$ cat src/hw/sas_pkg.sv
// Shared constants and types of the SDRAM access sequencer
package sas_pkg;

  // ==========================================================================
  // Burst geometry
  localparam logic [3:0] BEATS_BUS32      = 4'h4;
  localparam logic [3:0] BEATS_BUS16      = 4'h8;
  localparam logic [3:0] USEFUL_ONE       = 4'h1;
  localparam logic [3:0] USEFUL_LONG_BUS16 = 4'h2;
  localparam int         LINE_BITS        = 128;
  localparam int         BEAT_BITS_BUS32  = 32;
  localparam int         BEAT_BITS_BUS16  = 16;

  // ==========================================================================
  // Latency and wait codes
  localparam logic [2:0] CAS_LAT_ONE      = 3'h1;
  localparam logic [2:0] CODE_MAX_CYCLES  = 3'h3;
  localparam int         TIMER_W          = 4;
  localparam int         TIMER_SLOTS      = 4;

  // ==========================================================================
  // Byte lane masks
  localparam logic [3:0] MASK_ALL         = 4'hF;
  localparam logic [3:0] MASK_NONE        = 4'h0;

  // ==========================================================================
  // Commands on the SDRAM pins
  typedef enum logic [2:0] {
    NOP_CMD                 = 3'h0,
    ACTIVATE_CMD            = 3'h1,
    FETCH_OPEN_ROW_CMD      = 3'h2,
    FETCH_AUTOPRECHARGE_CMD = 3'h3,
    STORE_OPEN_ROW_CMD      = 3'h4,
    STORE_AUTOPRECHARGE_CMD = 3'h5,
    BANK_CLOSE_CMD          = 3'h6
  } sas_cmd_t;

  // ==========================================================================
  // Access size of a request
  typedef enum logic [1:0] {
    SIZE_BYTE = 2'h0,
    SIZE_WORD = 2'h1,
    SIZE_LONG = 2'h2,
    SIZE_LINE = 2'h3
  } sas_size_t;

  // ==========================================================================
  // Sequencer states, one-hot
  typedef enum logic [10:0] {
    ST_IDLE       = 11'h001,
    ST_CHECK      = 11'h002,
    ST_CLOSE      = 11'h004,
    ST_CLOSE_WAIT = 11'h008,
    ST_ACT        = 11'h010,
    ST_ACT_WAIT   = 11'h020,
    ST_IDLE_SLOT  = 11'h040,
    ST_CMD        = 11'h080,
    ST_CAS_WAIT   = 11'h100,
    ST_RDATA      = 11'h200,
    ST_WDATA      = 11'h400
  } sas_state_t;

endpackage : sas_pkg

$ cat src/hw/sas_wait_timer.sv
// Per-bank precharge and recovery wait timer
module sas_wait_timer
  import sas_pkg::*;
#(
  parameter int W = TIMER_W
) (
  input  wire logic         clk_sys,
  input  wire logic         resetn,
  input  wire logic         load,
  input  wire logic [W-1:0] load_val,
  output logic              busy
);

  logic [W-1:0] cnt_r;
  logic [W-1:0] cnt_nxt;

  assign cnt_nxt = load ? load_val : ((cnt_r != '0) ? W'(cnt_r - 1'b1) : cnt_r);
  assign busy    = (cnt_r != '0);

  always_ff @(posedge clk_sys or negedge resetn) begin
    if (!resetn) begin
      cnt_r <= '0;
    end else begin
      cnt_r <= cnt_nxt;
    end
  end

endmodule : sas_wait_timer

$ cat src/hw/sas_sequencer.sv
// Command sequencer for synchronous DRAM reads, writes and bank-hold mode
// ============================================================================
module sas_sequencer
  import sas_pkg::*;
#(
  parameter int ROW_W = 13,
  parameter int COL_W = 9
) (
  input  wire logic                 clk_sys,
  input  wire logic                 resetn,
  // Request side
  input  wire logic                 req_valid,
  output logic                      req_ready,
  input  wire logic                 req_write,
  input  wire logic                 req_space_two,
  input  wire sas_size_t            req_size,
  input  wire logic [3:0]           req_byte_en,
  input  wire logic                 req_bank,
  input  wire logic [ROW_W-1:0]     req_row,
  input  wire logic [COL_W-1:0]     req_col,
  input  wire logic [LINE_BITS-1:0] req_wdata,
  output logic                      done,
  output logic                      rd_valid,
  output logic [31:0]               rd_data,
  // Configuration
  input  wire logic                 burst_write_select,
  input  wire logic                 bank_hold_enable,
  input  wire logic [1:0]           write_recovery_count,
  input  wire logic [1:0]           precharge_wait_count,
  input  wire logic [1:0]           activate_delay_count,
  input  wire logic [2:0]           cas_latency,
  input  wire logic                 bus_width_32,
  // Events that close all banks
  input  wire logic                 refresh_done,
  input  wire logic                 bus_released,
  output logic [1:0]                bank_open,
  // SDRAM pins
  output sas_cmd_t                  sd_cmd,
  output logic                      sd_sel_main,
  output logic                      sd_sel_two,
  output logic                      sd_bank,
  output logic [ROW_W-1:0]          sd_addr,
  output logic [31:0]               sd_wdata,
  output logic                      sd_wdata_oe,
  output logic [3:0]                byte_lane_mask,
  input  wire logic [31:0]          sd_rdata
);

  // ==========================================================================
  // Registers
  sas_state_t             state_r,   state_nxt;
  logic [2:0]             cnt_r,     cnt_nxt;
  logic [3:0]             beat_r,    beat_nxt;
  logic                   wr_r;
  logic                   two_r;
  logic                   bank_r;
  logic [ROW_W-1:0]       row_r;
  logic [COL_W-1:0]       col_r;
  logic [3:0]             be_r;
  logic [LINE_BITS-1:0]   wdata_r;
  logic                   hold_r;
  logic                   bwrite_r;
  logic                   bus32_r;
  logic [3:0]             beats_r;
  logic [3:0]             useful_r;
  logic [1:0]             open_r;
  logic [ROW_W-1:0]       open_row_r [2];

  logic                   req_ready_r;
  logic                   done_r;
  logic                   rd_valid_r;
  logic [31:0]            rd_data_r;
  sas_cmd_t               sd_cmd_r,  sd_cmd_nxt;
  logic                   sd_sel_main_r;
  logic                   sd_sel_two_r;
  logic                   sd_bank_r;
  logic [ROW_W-1:0]       sd_addr_r, sd_addr_nxt;
  logic [31:0]            sd_wdata_r;
  logic                   sd_wdata_oe_r;
  logic [3:0]             mask_r,    mask_nxt;

  // ==========================================================================
  // Decoded timing in cycles
  wire logic [2:0] trp_cyc  = {1'b0, precharge_wait_count} + 3'h1;
  wire logic [2:0] twr_cyc  = {1'b0, write_recovery_count} + 3'h1;
  wire logic [2:0] rcd_cyc  = (activate_delay_count == 2'h3) ? CODE_MAX_CYCLES
                                : ({1'b0, activate_delay_count} + 3'h1);
  wire logic       cl_one   = (cas_latency == CAS_LAT_ONE);
  // Read tap shrinks by one once the CAS latency exceeds one cycle
  wire logic [TIMER_W-1:0] rd_tap = cl_one ? TIMER_W'(trp_cyc)
                                           : TIMER_W'(trp_cyc - 3'h1);
  wire logic [TIMER_W-1:0] wr_tap = TIMER_W'(twr_cyc) + TIMER_W'(trp_cyc);

  // ==========================================================================
  // Request acceptance and decode
  wire logic accept   = (state_r == ST_IDLE) && req_valid && req_ready_r;
  wire logic [3:0] req_beats = bus_width_32 ? BEATS_BUS32 : BEATS_BUS16;
  // Only a line fill keeps all beats; DMA units below 16 bytes arrive as smaller sizes
  wire logic [3:0] req_useful = (req_size == SIZE_LINE) ? req_beats
                              : ((req_size == SIZE_LONG) && !bus_width_32) ? USEFUL_LONG_BUS16
                              : USEFUL_ONE;
  wire logic req_hold = bank_hold_enable && !req_space_two;

  wire logic [1:0] slot_idx  = {two_r, bank_r};
  wire logic [TIMER_SLOTS-1:0] slot_busy;
  wire logic row_match = (open_row_r[bank_r] == row_r);
  wire logic is_open   = !two_r && open_r[bank_r];
  wire logic row_hit   = hold_r && is_open && row_match;
  // An open bank must be closed on a miss, or when hold mode was switched off
  wire logic need_close = is_open && !row_hit;
  wire logic wbeats_more = bwrite_r && (beats_r > 4'h1);
  wire logic last_beat  = (beat_r == 4'(beats_r - 4'h1));
  wire logic cur_useful = (beat_r < useful_r);
  wire logic rd_end     = (state_r == ST_RDATA) && last_beat;
  wire logic wr_end     = ((state_r == ST_CMD) && wr_r && !wbeats_more)
                       || ((state_r == ST_WDATA) && last_beat);

  // ==========================================================================
  // Next state
  always_comb begin
    state_nxt = state_r;
    case (state_r)
      ST_IDLE: begin
        if (accept) begin
          state_nxt = ST_CHECK;
        end
      end
      ST_CHECK: begin
        // Only this bank's own timer can hold the access back
        if (!slot_busy[slot_idx]) begin
          if (row_hit) begin
            state_nxt = (!wr_r && cl_one) ? ST_IDLE_SLOT : ST_CMD;
          end else if (need_close) begin
            state_nxt = ST_CLOSE;
          end else begin
            state_nxt = ST_ACT;
          end
        end
      end
      ST_CLOSE: begin
        state_nxt = (trp_cyc > 3'h1) ? ST_CLOSE_WAIT : ST_ACT;
      end
      ST_CLOSE_WAIT: begin
        if (cnt_r == 3'h0) begin
          state_nxt = ST_ACT;
        end
      end
      ST_ACT: begin
        state_nxt = (rcd_cyc > 3'h1) ? ST_ACT_WAIT : ST_CMD;
      end
      ST_ACT_WAIT: begin
        if (cnt_r == 3'h0) begin
          state_nxt = ST_CMD;
        end
      end
      ST_IDLE_SLOT: begin
        state_nxt = ST_CMD;
      end
      ST_CMD: begin
        if (wr_r) begin
          state_nxt = wbeats_more ? ST_WDATA : ST_IDLE;
        end else begin
          state_nxt = cl_one ? ST_RDATA : ST_CAS_WAIT;
        end
      end
      ST_CAS_WAIT: begin
        if (cnt_r == 3'h0) begin
          state_nxt = ST_RDATA;
        end
      end
      ST_RDATA: begin
        if (last_beat) begin
          state_nxt = ST_IDLE;
        end
      end
      ST_WDATA: begin
        if (last_beat) begin
          state_nxt = ST_IDLE;
        end
      end
      default: begin
        state_nxt = ST_IDLE;
      end
    endcase
  end

  // ==========================================================================
  // Wait counter: loaded with delay minus two on entry to a wait state
  always_comb begin
    cnt_nxt = (cnt_r != 3'h0) ? 3'(cnt_r - 3'h1) : cnt_r;
    if ((state_nxt == ST_CLOSE_WAIT) && (state_r != ST_CLOSE_WAIT)) begin
      cnt_nxt = 3'(trp_cyc - 3'h2);
    end else if ((state_nxt == ST_ACT_WAIT) && (state_r != ST_ACT_WAIT)) begin
      cnt_nxt = 3'(rcd_cyc - 3'h2);
    end else if ((state_nxt == ST_CAS_WAIT) && (state_r != ST_CAS_WAIT)) begin
      cnt_nxt = 3'(cas_latency - 3'h2);
    end
  end

  // Write beat zero rides with the command, so the data phase starts at one
  assign beat_nxt = (state_r == ST_IDLE) ? 4'h0 : (state_r == ST_CMD) ? (wr_r ? 4'h1 : 4'h0)
                  : ((state_r == ST_RDATA) || (state_r == ST_WDATA)) ? 4'(beat_r + 4'h1)
                  : beat_r;

  // ==========================================================================
  // Command, address and mask selection
  wire sas_cmd_t rw_cmd = wr_r ? (hold_r ? STORE_OPEN_ROW_CMD : STORE_AUTOPRECHARGE_CMD)
                               : (hold_r ? FETCH_OPEN_ROW_CMD : FETCH_AUTOPRECHARGE_CMD);

  assign sd_cmd_nxt = (state_r == ST_CLOSE) ? BANK_CLOSE_CMD
                    : (state_r == ST_ACT)   ? ACTIVATE_CMD
                    : (state_r == ST_CMD)   ? rw_cmd
                    : NOP_CMD;
  assign sd_addr_nxt = (state_r == ST_ACT) ? row_r
                     : (state_r == ST_CMD) ? ROW_W'(col_r)
                     : sd_addr_r;

  wire logic wbeat  = wr_r && ((state_r == ST_CMD) || (state_r == ST_WDATA));
  wire logic [3:0] lane_en = bus32_r ? be_r : {2'b00, be_r[1:0]};
  // Empty write slots keep every lane masked so memory contents stay intact
  assign mask_nxt = !wbeat ? MASK_NONE
                  : cur_useful ? ~lane_en : MASK_ALL;

  wire logic [31:0] wbeat_data = bus32_r ? wdata_r[31:0] : {16'h0000, wdata_r[15:0]};
  wire logic [31:0] rbeat_data = bus32_r ? sd_rdata : {16'h0000, sd_rdata[15:0]};

  // ==========================================================================
  // Per-bank wait timers, one per space and bank
  wire logic [TIMER_W-1:0] tap_val  = wr_r ? wr_tap : rd_tap;
  wire logic               tap_load = !hold_r && (rd_end || wr_end);

  genvar gi;
  generate
    for (gi = 0; gi < TIMER_SLOTS; gi++) begin : g_timer
      sas_wait_timer #(
        .W        (TIMER_W)
      ) u_timer (
        .clk_sys  (clk_sys),
        .resetn   (resetn),
        .load     (tap_load && (slot_idx == 2'(gi))),
        .load_val (tap_val),
        .busy     (slot_busy[gi])
      );
    end
  endgenerate

  // ==========================================================================
  // Open-row tracking for the main space banks
  wire logic close_all = refresh_done || bus_released;
  wire logic open_set  = (state_r == ST_ACT) && hold_r;
  wire logic open_clr  = (state_r == ST_CLOSE);

  generate
    for (gi = 0; gi < 2; gi++) begin : g_bank
      wire logic sel = (bank_r == 1'(gi)) && !two_r;
      always_ff @(posedge clk_sys or negedge resetn) begin
        if (!resetn) begin
          open_r[gi]     <= 1'b0;
          open_row_r[gi] <= '0;
        end else if (sel && open_set) begin
          // A bank opened in the same cycle as a close-all stays open
          open_r[gi]     <= 1'b1;
          open_row_r[gi] <= row_r;
        end else if (close_all || (sel && open_clr)) begin
          open_r[gi]     <= 1'b0;
        end
      end
    end
  endgenerate

  // ==========================================================================
  // Request capture
  always_ff @(posedge clk_sys or negedge resetn) begin
    if (!resetn) begin
      wr_r     <= 1'b0;
      two_r    <= 1'b0;
      bank_r   <= 1'b0;
      row_r    <= '0;
      col_r    <= '0;
      be_r     <= 4'h0;
      hold_r   <= 1'b0;
      bwrite_r <= 1'b0;
      bus32_r  <= 1'b1;
      beats_r  <= BEATS_BUS32;
      useful_r <= USEFUL_ONE;
    end else if (accept) begin
      wr_r     <= req_write;
      two_r    <= req_space_two;
      bank_r   <= req_bank;
      row_r    <= req_row;
      col_r    <= req_col;
      be_r     <= req_byte_en;
      hold_r   <= req_hold;
      bwrite_r <= burst_write_select;
      bus32_r  <= bus_width_32;
      // Non-burst writes count the useful beats but send only the first
      beats_r  <= (req_write && !burst_write_select) ? req_useful : req_beats;
      useful_r <= req_useful;
    end else if (wbeat && !bus32_r) begin
      be_r     <= {2'b00, be_r[3:2]};
    end
  end

  always_ff @(posedge clk_sys or negedge resetn) begin
    if (!resetn) begin
      wdata_r <= '0;
    end else if (accept) begin
      wdata_r <= req_wdata;
    end else if (wbeat) begin
      wdata_r <= bus32_r ? (wdata_r >> BEAT_BITS_BUS32) : (wdata_r >> BEAT_BITS_BUS16);
    end
  end

  // ==========================================================================
  // Sequencer and output registers
  always_ff @(posedge clk_sys or negedge resetn) begin
    if (!resetn) begin
      state_r       <= ST_IDLE;
      cnt_r         <= 3'h0;
      beat_r        <= 4'h0;
      req_ready_r   <= 1'b0;
      done_r        <= 1'b0;
      rd_valid_r    <= 1'b0;
      rd_data_r     <= 32'h0000_0000;
      sd_cmd_r      <= NOP_CMD;
      sd_sel_main_r <= 1'b0;
      sd_sel_two_r  <= 1'b0;
      sd_bank_r     <= 1'b0;
      sd_addr_r     <= '0;
      sd_wdata_r    <= 32'h0000_0000;
      sd_wdata_oe_r <= 1'b0;
      mask_r        <= MASK_NONE;
    end else begin
      state_r       <= state_nxt;
      cnt_r         <= cnt_nxt;
      beat_r        <= beat_nxt;
      req_ready_r   <= (state_nxt == ST_IDLE) && !accept;
      done_r        <= rd_end || wr_end;
      rd_valid_r    <= (state_r == ST_RDATA) && cur_useful;
      if ((state_r == ST_RDATA) && cur_useful) begin
        rd_data_r   <= rbeat_data;
      end
      sd_cmd_r      <= sd_cmd_nxt;
      sd_sel_main_r <= (sd_cmd_nxt != NOP_CMD) && !two_r;
      sd_sel_two_r  <= (sd_cmd_nxt != NOP_CMD) && two_r;
      sd_bank_r     <= bank_r;
      sd_addr_r     <= sd_addr_nxt;
      sd_wdata_r    <= wbeat ? wbeat_data : sd_wdata_r;
      sd_wdata_oe_r <= wbeat;
      mask_r        <= mask_nxt;
    end
  end

  assign req_ready      = req_ready_r;
  assign done           = done_r;
  assign rd_valid       = rd_valid_r;
  assign rd_data        = rd_data_r;
  assign bank_open      = open_r;
  assign sd_cmd         = sd_cmd_r;
  assign sd_sel_main    = sd_sel_main_r;
  assign sd_sel_two     = sd_sel_two_r;
  assign sd_bank        = sd_bank_r;
  assign sd_addr        = sd_addr_r;
  assign sd_wdata       = sd_wdata_r;
  assign sd_wdata_oe    = sd_wdata_oe_r;
  assign byte_lane_mask = mask_r;

endmodule : sas_sequencer

$ cat config.mk
export PLATFORM = sky130hd
export DESIGN_NAME = sas_sequencer
export DESIGN_NICKNAME = d
export VERILOG_FILES = /design/src/hw/sas_pkg.sv /design/src/hw/sas_wait_timer.sv /design/src/hw/sas_sequencer.sv
export SDC_FILE = /design/constraint.sdc
export NUM_CORES = 1
export LEC_CHECK = 0
export ABC_CLOCK_PERIOD_IN_PS = 3700
export BUFFER_PORTS_ARGS = -buffer_cell sky130_fd_sc_hd__buf_2
export CAP_MARGIN = 20
export CORE_ASPECT_RATIO = 1.2
export CORE_UTILIZATION = 51
export CTS_BUF_LIST = sky130_fd_sc_hd__clkbuf_4 sky130_fd_sc_hd__clkbuf_8
export DETAILED_ROUTE_END_ITERATION = 10
export HOLD_SLACK_MARGIN = 0.15
export MAX_ROUTING_LAYER = met4
export PLACE_DENSITY_LB_ADDON = 0.12
export SYNTH_ARGS = -nofsm -noshare
export SYNTH_HDL_FRONTEND = slang
export SYNTH_SLANG_ARGS = --single-unit
$ cat constraint.sdc
create_clock -name clk_sys -period 3.7 [get_ports clk_sys]
set_input_delay 0.185 -clock clk_sys [delete_from_list [all_inputs] [get_ports clk_sys]]
set_output_delay 0.185 -clock clk_sys [all_outputs]
set_load 0.1 [all_outputs]
==> out/qor.yml <==
run_status:
  status: "finished, final reports clean"
setup_path:
  end_kind: "flip-flop"
  path_class: "flip-flop to flip-flop"
  cp-start-kind: "flip-flop"
  cp_max_fo: 22
  arrival_ns: 3.86
  cp.required_ns: 4.18
clock_tree:
  clock_path_buffers: 3
  clk_pin_slew_ns: 0.06
  clock_latency_ns: 0.61
  cts_tree: "built"
  cts-root-buf: "clkbuf_8"
  cts_max_level: 2
  cts_sinks: 321
  numCtsBuffers: 52
cells_and_area:
  finalNetCount: 2386
  syn_to_final_growth_pct: 31.6
  final_area_mm2: 0.0211
  fillers: 2417
  drive_gt1_share_pct: 22.2
yosys:
  synth_seq_cells: 321
  synth.distinct_cells: 68
  yosys.area.top_type: "dfrtp_1"
  syn_inst: 1689
  synthTopCellsByArea: "dfrtp_1, nand2_1, o31ai_1"
  synthXorXnorAreaFrac_pct: 1.84
  synth_most_common_cell: "nand2_1"
  synthMuxAreaShare_pct: 5.99
  synth_top_family_by_area: "simple AND/OR/NAND/NOR gates"
  async_reset_ff_share_pct: 100
  yosys.area_share.simple_pct: 21.1
  ys_top_cells_by_count: "nand2_1, dfrtp_1, nor2_1"
  yosysWarningCount: 0
  synth-edff-count: 0
  syn_avg_cell_area_um2: 9.48
  yosysTopAreaCellShare_pct: 49.6
  seq_area_frac_synth_pct: 50.2
  synth_fa_ha_area_share_pct: 1.45
  syn_area_mm2: 0.0160
  synth_ff_type: "dfrtp_1"
  synth_compound_area_share_pct: 14.6
  synth_fp_nets: 1915
floorplanning:
  die_h_um: 196
  start_util_pct: 52.2
  coreArea_mm2: 0.0307
  rows: 70
  num_io_pins: 301
  die_area_mm2: 0.0321
  die_x_um: 164
grt:
  antenna_found_initial: 2
  grt_pass1_wl_um: 76500
  grt_pass1_vias: 14284
  grt_overflow_total: 0
  grt_max_degree: 169
  grt_usage_pct: 31.4
sta:
  relSlewSlack_pct: 30.8
  finalCritPeriodShare_pct: 91.2
  tightest_slew_ns: 1.04
  finalCriticalPeriod_ns: 3.38
  hold_violations: 0
  clock_skew_ns: 0.0237
  setup_viol: 0
  tns_ns: 0
  fmax_mhz: 296
  slew_viol_final: 0
  rsz0062_at_grt: "false"
power_and_ir_drop:
  powerDensity_mw_per_mm2: 657
  cellLeakagePower_nw: 9.99
  power_mw: 13.8
  vdd_drop_max_v: 0.000497
drt:
  wl_um: 48600
  via_per_inst: 5.55
  ant_nets: 0
  num_vias: 14411
  detail_route.wl_per_cell_um: 18.7
  first_iter_violations: 1190
  drc: 0
  firstDrtPassIters: 5
placement:
  dpl_cell_area_mm2: 0.0178
  dp_hpwl_um: 31600
  io_buffers: 300
  place_congestion: 0.869
flow_run:
  drv_cap: 0
worst_hold_path:
  hp-class: "input pin to asynchronous set/reset pin"
==> stage by stage <==
step	cells	hold WS, ns	utilization [%]	setup slack (ns)
after floorplan	1689	-0.111	-	1.28
after CTS	2593	0.239	68.7	0.210
final	2595	0.225	68.7	0.324
after global placement	2291	0.290	58.2	0.833
after global routing	2595	0.256	68.7	0.154
after detailed placement	2291	0.291	58.2	0.874
==> layout make-up <==
class | instances | area (um2) | area share [%]
clock buffer | 84 | 1030 | 4.89
antenna | 2 | 5.00 | 0.0238
tap | 396 | 495 | 2.35
sequential | 321 | 8040 | 38.2
timing repair buffer | 542 | 4010 | 19.0
clock inverter | 7 | 76.3 | 0.362
inverter | 46 | 175 | 0.831
multi-input combinational | 1197 | 7240 | 34.4
==> metal layers <==
| layer | global-route usage [%] | routed length (um) | vias to the layer above |
|---|---|---|---|
| li1 | - | - | 6779 |
| met1 | 38.2 | 19600 | 7050 |
| met2 | 51.2 | 24400 | 448 |
| met3 | 4.50 | 2380 | 134 |
| met4 | 15.1 | 2270 | 0 |
| met5 | - | 0 | - |
==> flip-flops by register name, indices dropped and copies added (netlist names), 2 cells and up <==
signal and flops:
beat_r 4, bank_open 2, beats_r 4, sd_addr 13, cnt_r 3, be_r 4, wdata_r 128, state_r 11
col_r 9, g_timer.u_timer.cnt_r 16, sd_cmd 3, useful_r 4, open_row_r 26, byte_lane_mask 4, sd_wdata 32, rd_data 32
row_r 13
==> worst max-delay path: stages, from the launching register on <==
cell	delay, ns
dfrtp_1	0.46
nor4_4	0.47
and3_1	0.45
buf_4	0.33
o21ai_0	0.18
dlygate4sd3_1	0.61
nand2_1	0.11
o22ai_1	0.09
dlygate4sd3_1	0.56
==> logic make-up after synthesis <==
| logic type | count (synthesis) |
|---|---|
| compound gates | 327 |
| buf+inv | 171 |
| simple gates | 731 |
| mux | 89 |
| xor+xnor | 32 |
| fa+ha+maj | 18 |
| flops | 321 |
==> cells in the final DEF (no fill, tap or decap), drive strengths merged, types with 41 or more instances in the layout <==
master,count
a211oi,98
buf,331
clkbuf,84
dfrtp,317
dlygate4sd3,211
inv,46
mux2,44
mux2i,44
nand2,361
nand3,47
nor2,130
nor2b,104
o21ai,41
o31ai,104
==> timing repair <==
action                                  CTS  global route
hold endpoints to repair                305             0
hold buffers                            211             0
setup buffers                             0             0
gates resized for setup                   0             1
endpoints found under the setup margin    0             2
==> final timing paths <==
kind | endpoint | slack (ns) | from | depth (start not counted)
worst max-delay path | cnt_r[2] | 0.32 | state_r[1] | 8
worst min-delay path | sd_wdata[15] | 0.23 | resetn | 2
worst max register to register | cnt_r[2] | 0.32 | state_r[1] | 8
worst min register to register | byte_lane_mask[1] | 0.44 | be_r[1] | 1
max in group asynchronous | wdata_r[120] | 2.44 | resetn | 3
min in group clk_sys | g_timer[0].u_timer.cnt_r[0] | 0.30 | write_recovery_count[0] | 6
==> power breakdown <==
group / switching, mW / internal [mW]
logic: 2.69 / 2.04
registers: 1.21 / 4.63
clock network: 1.44 / 1.83
Power figures use the tool's default switching activity.
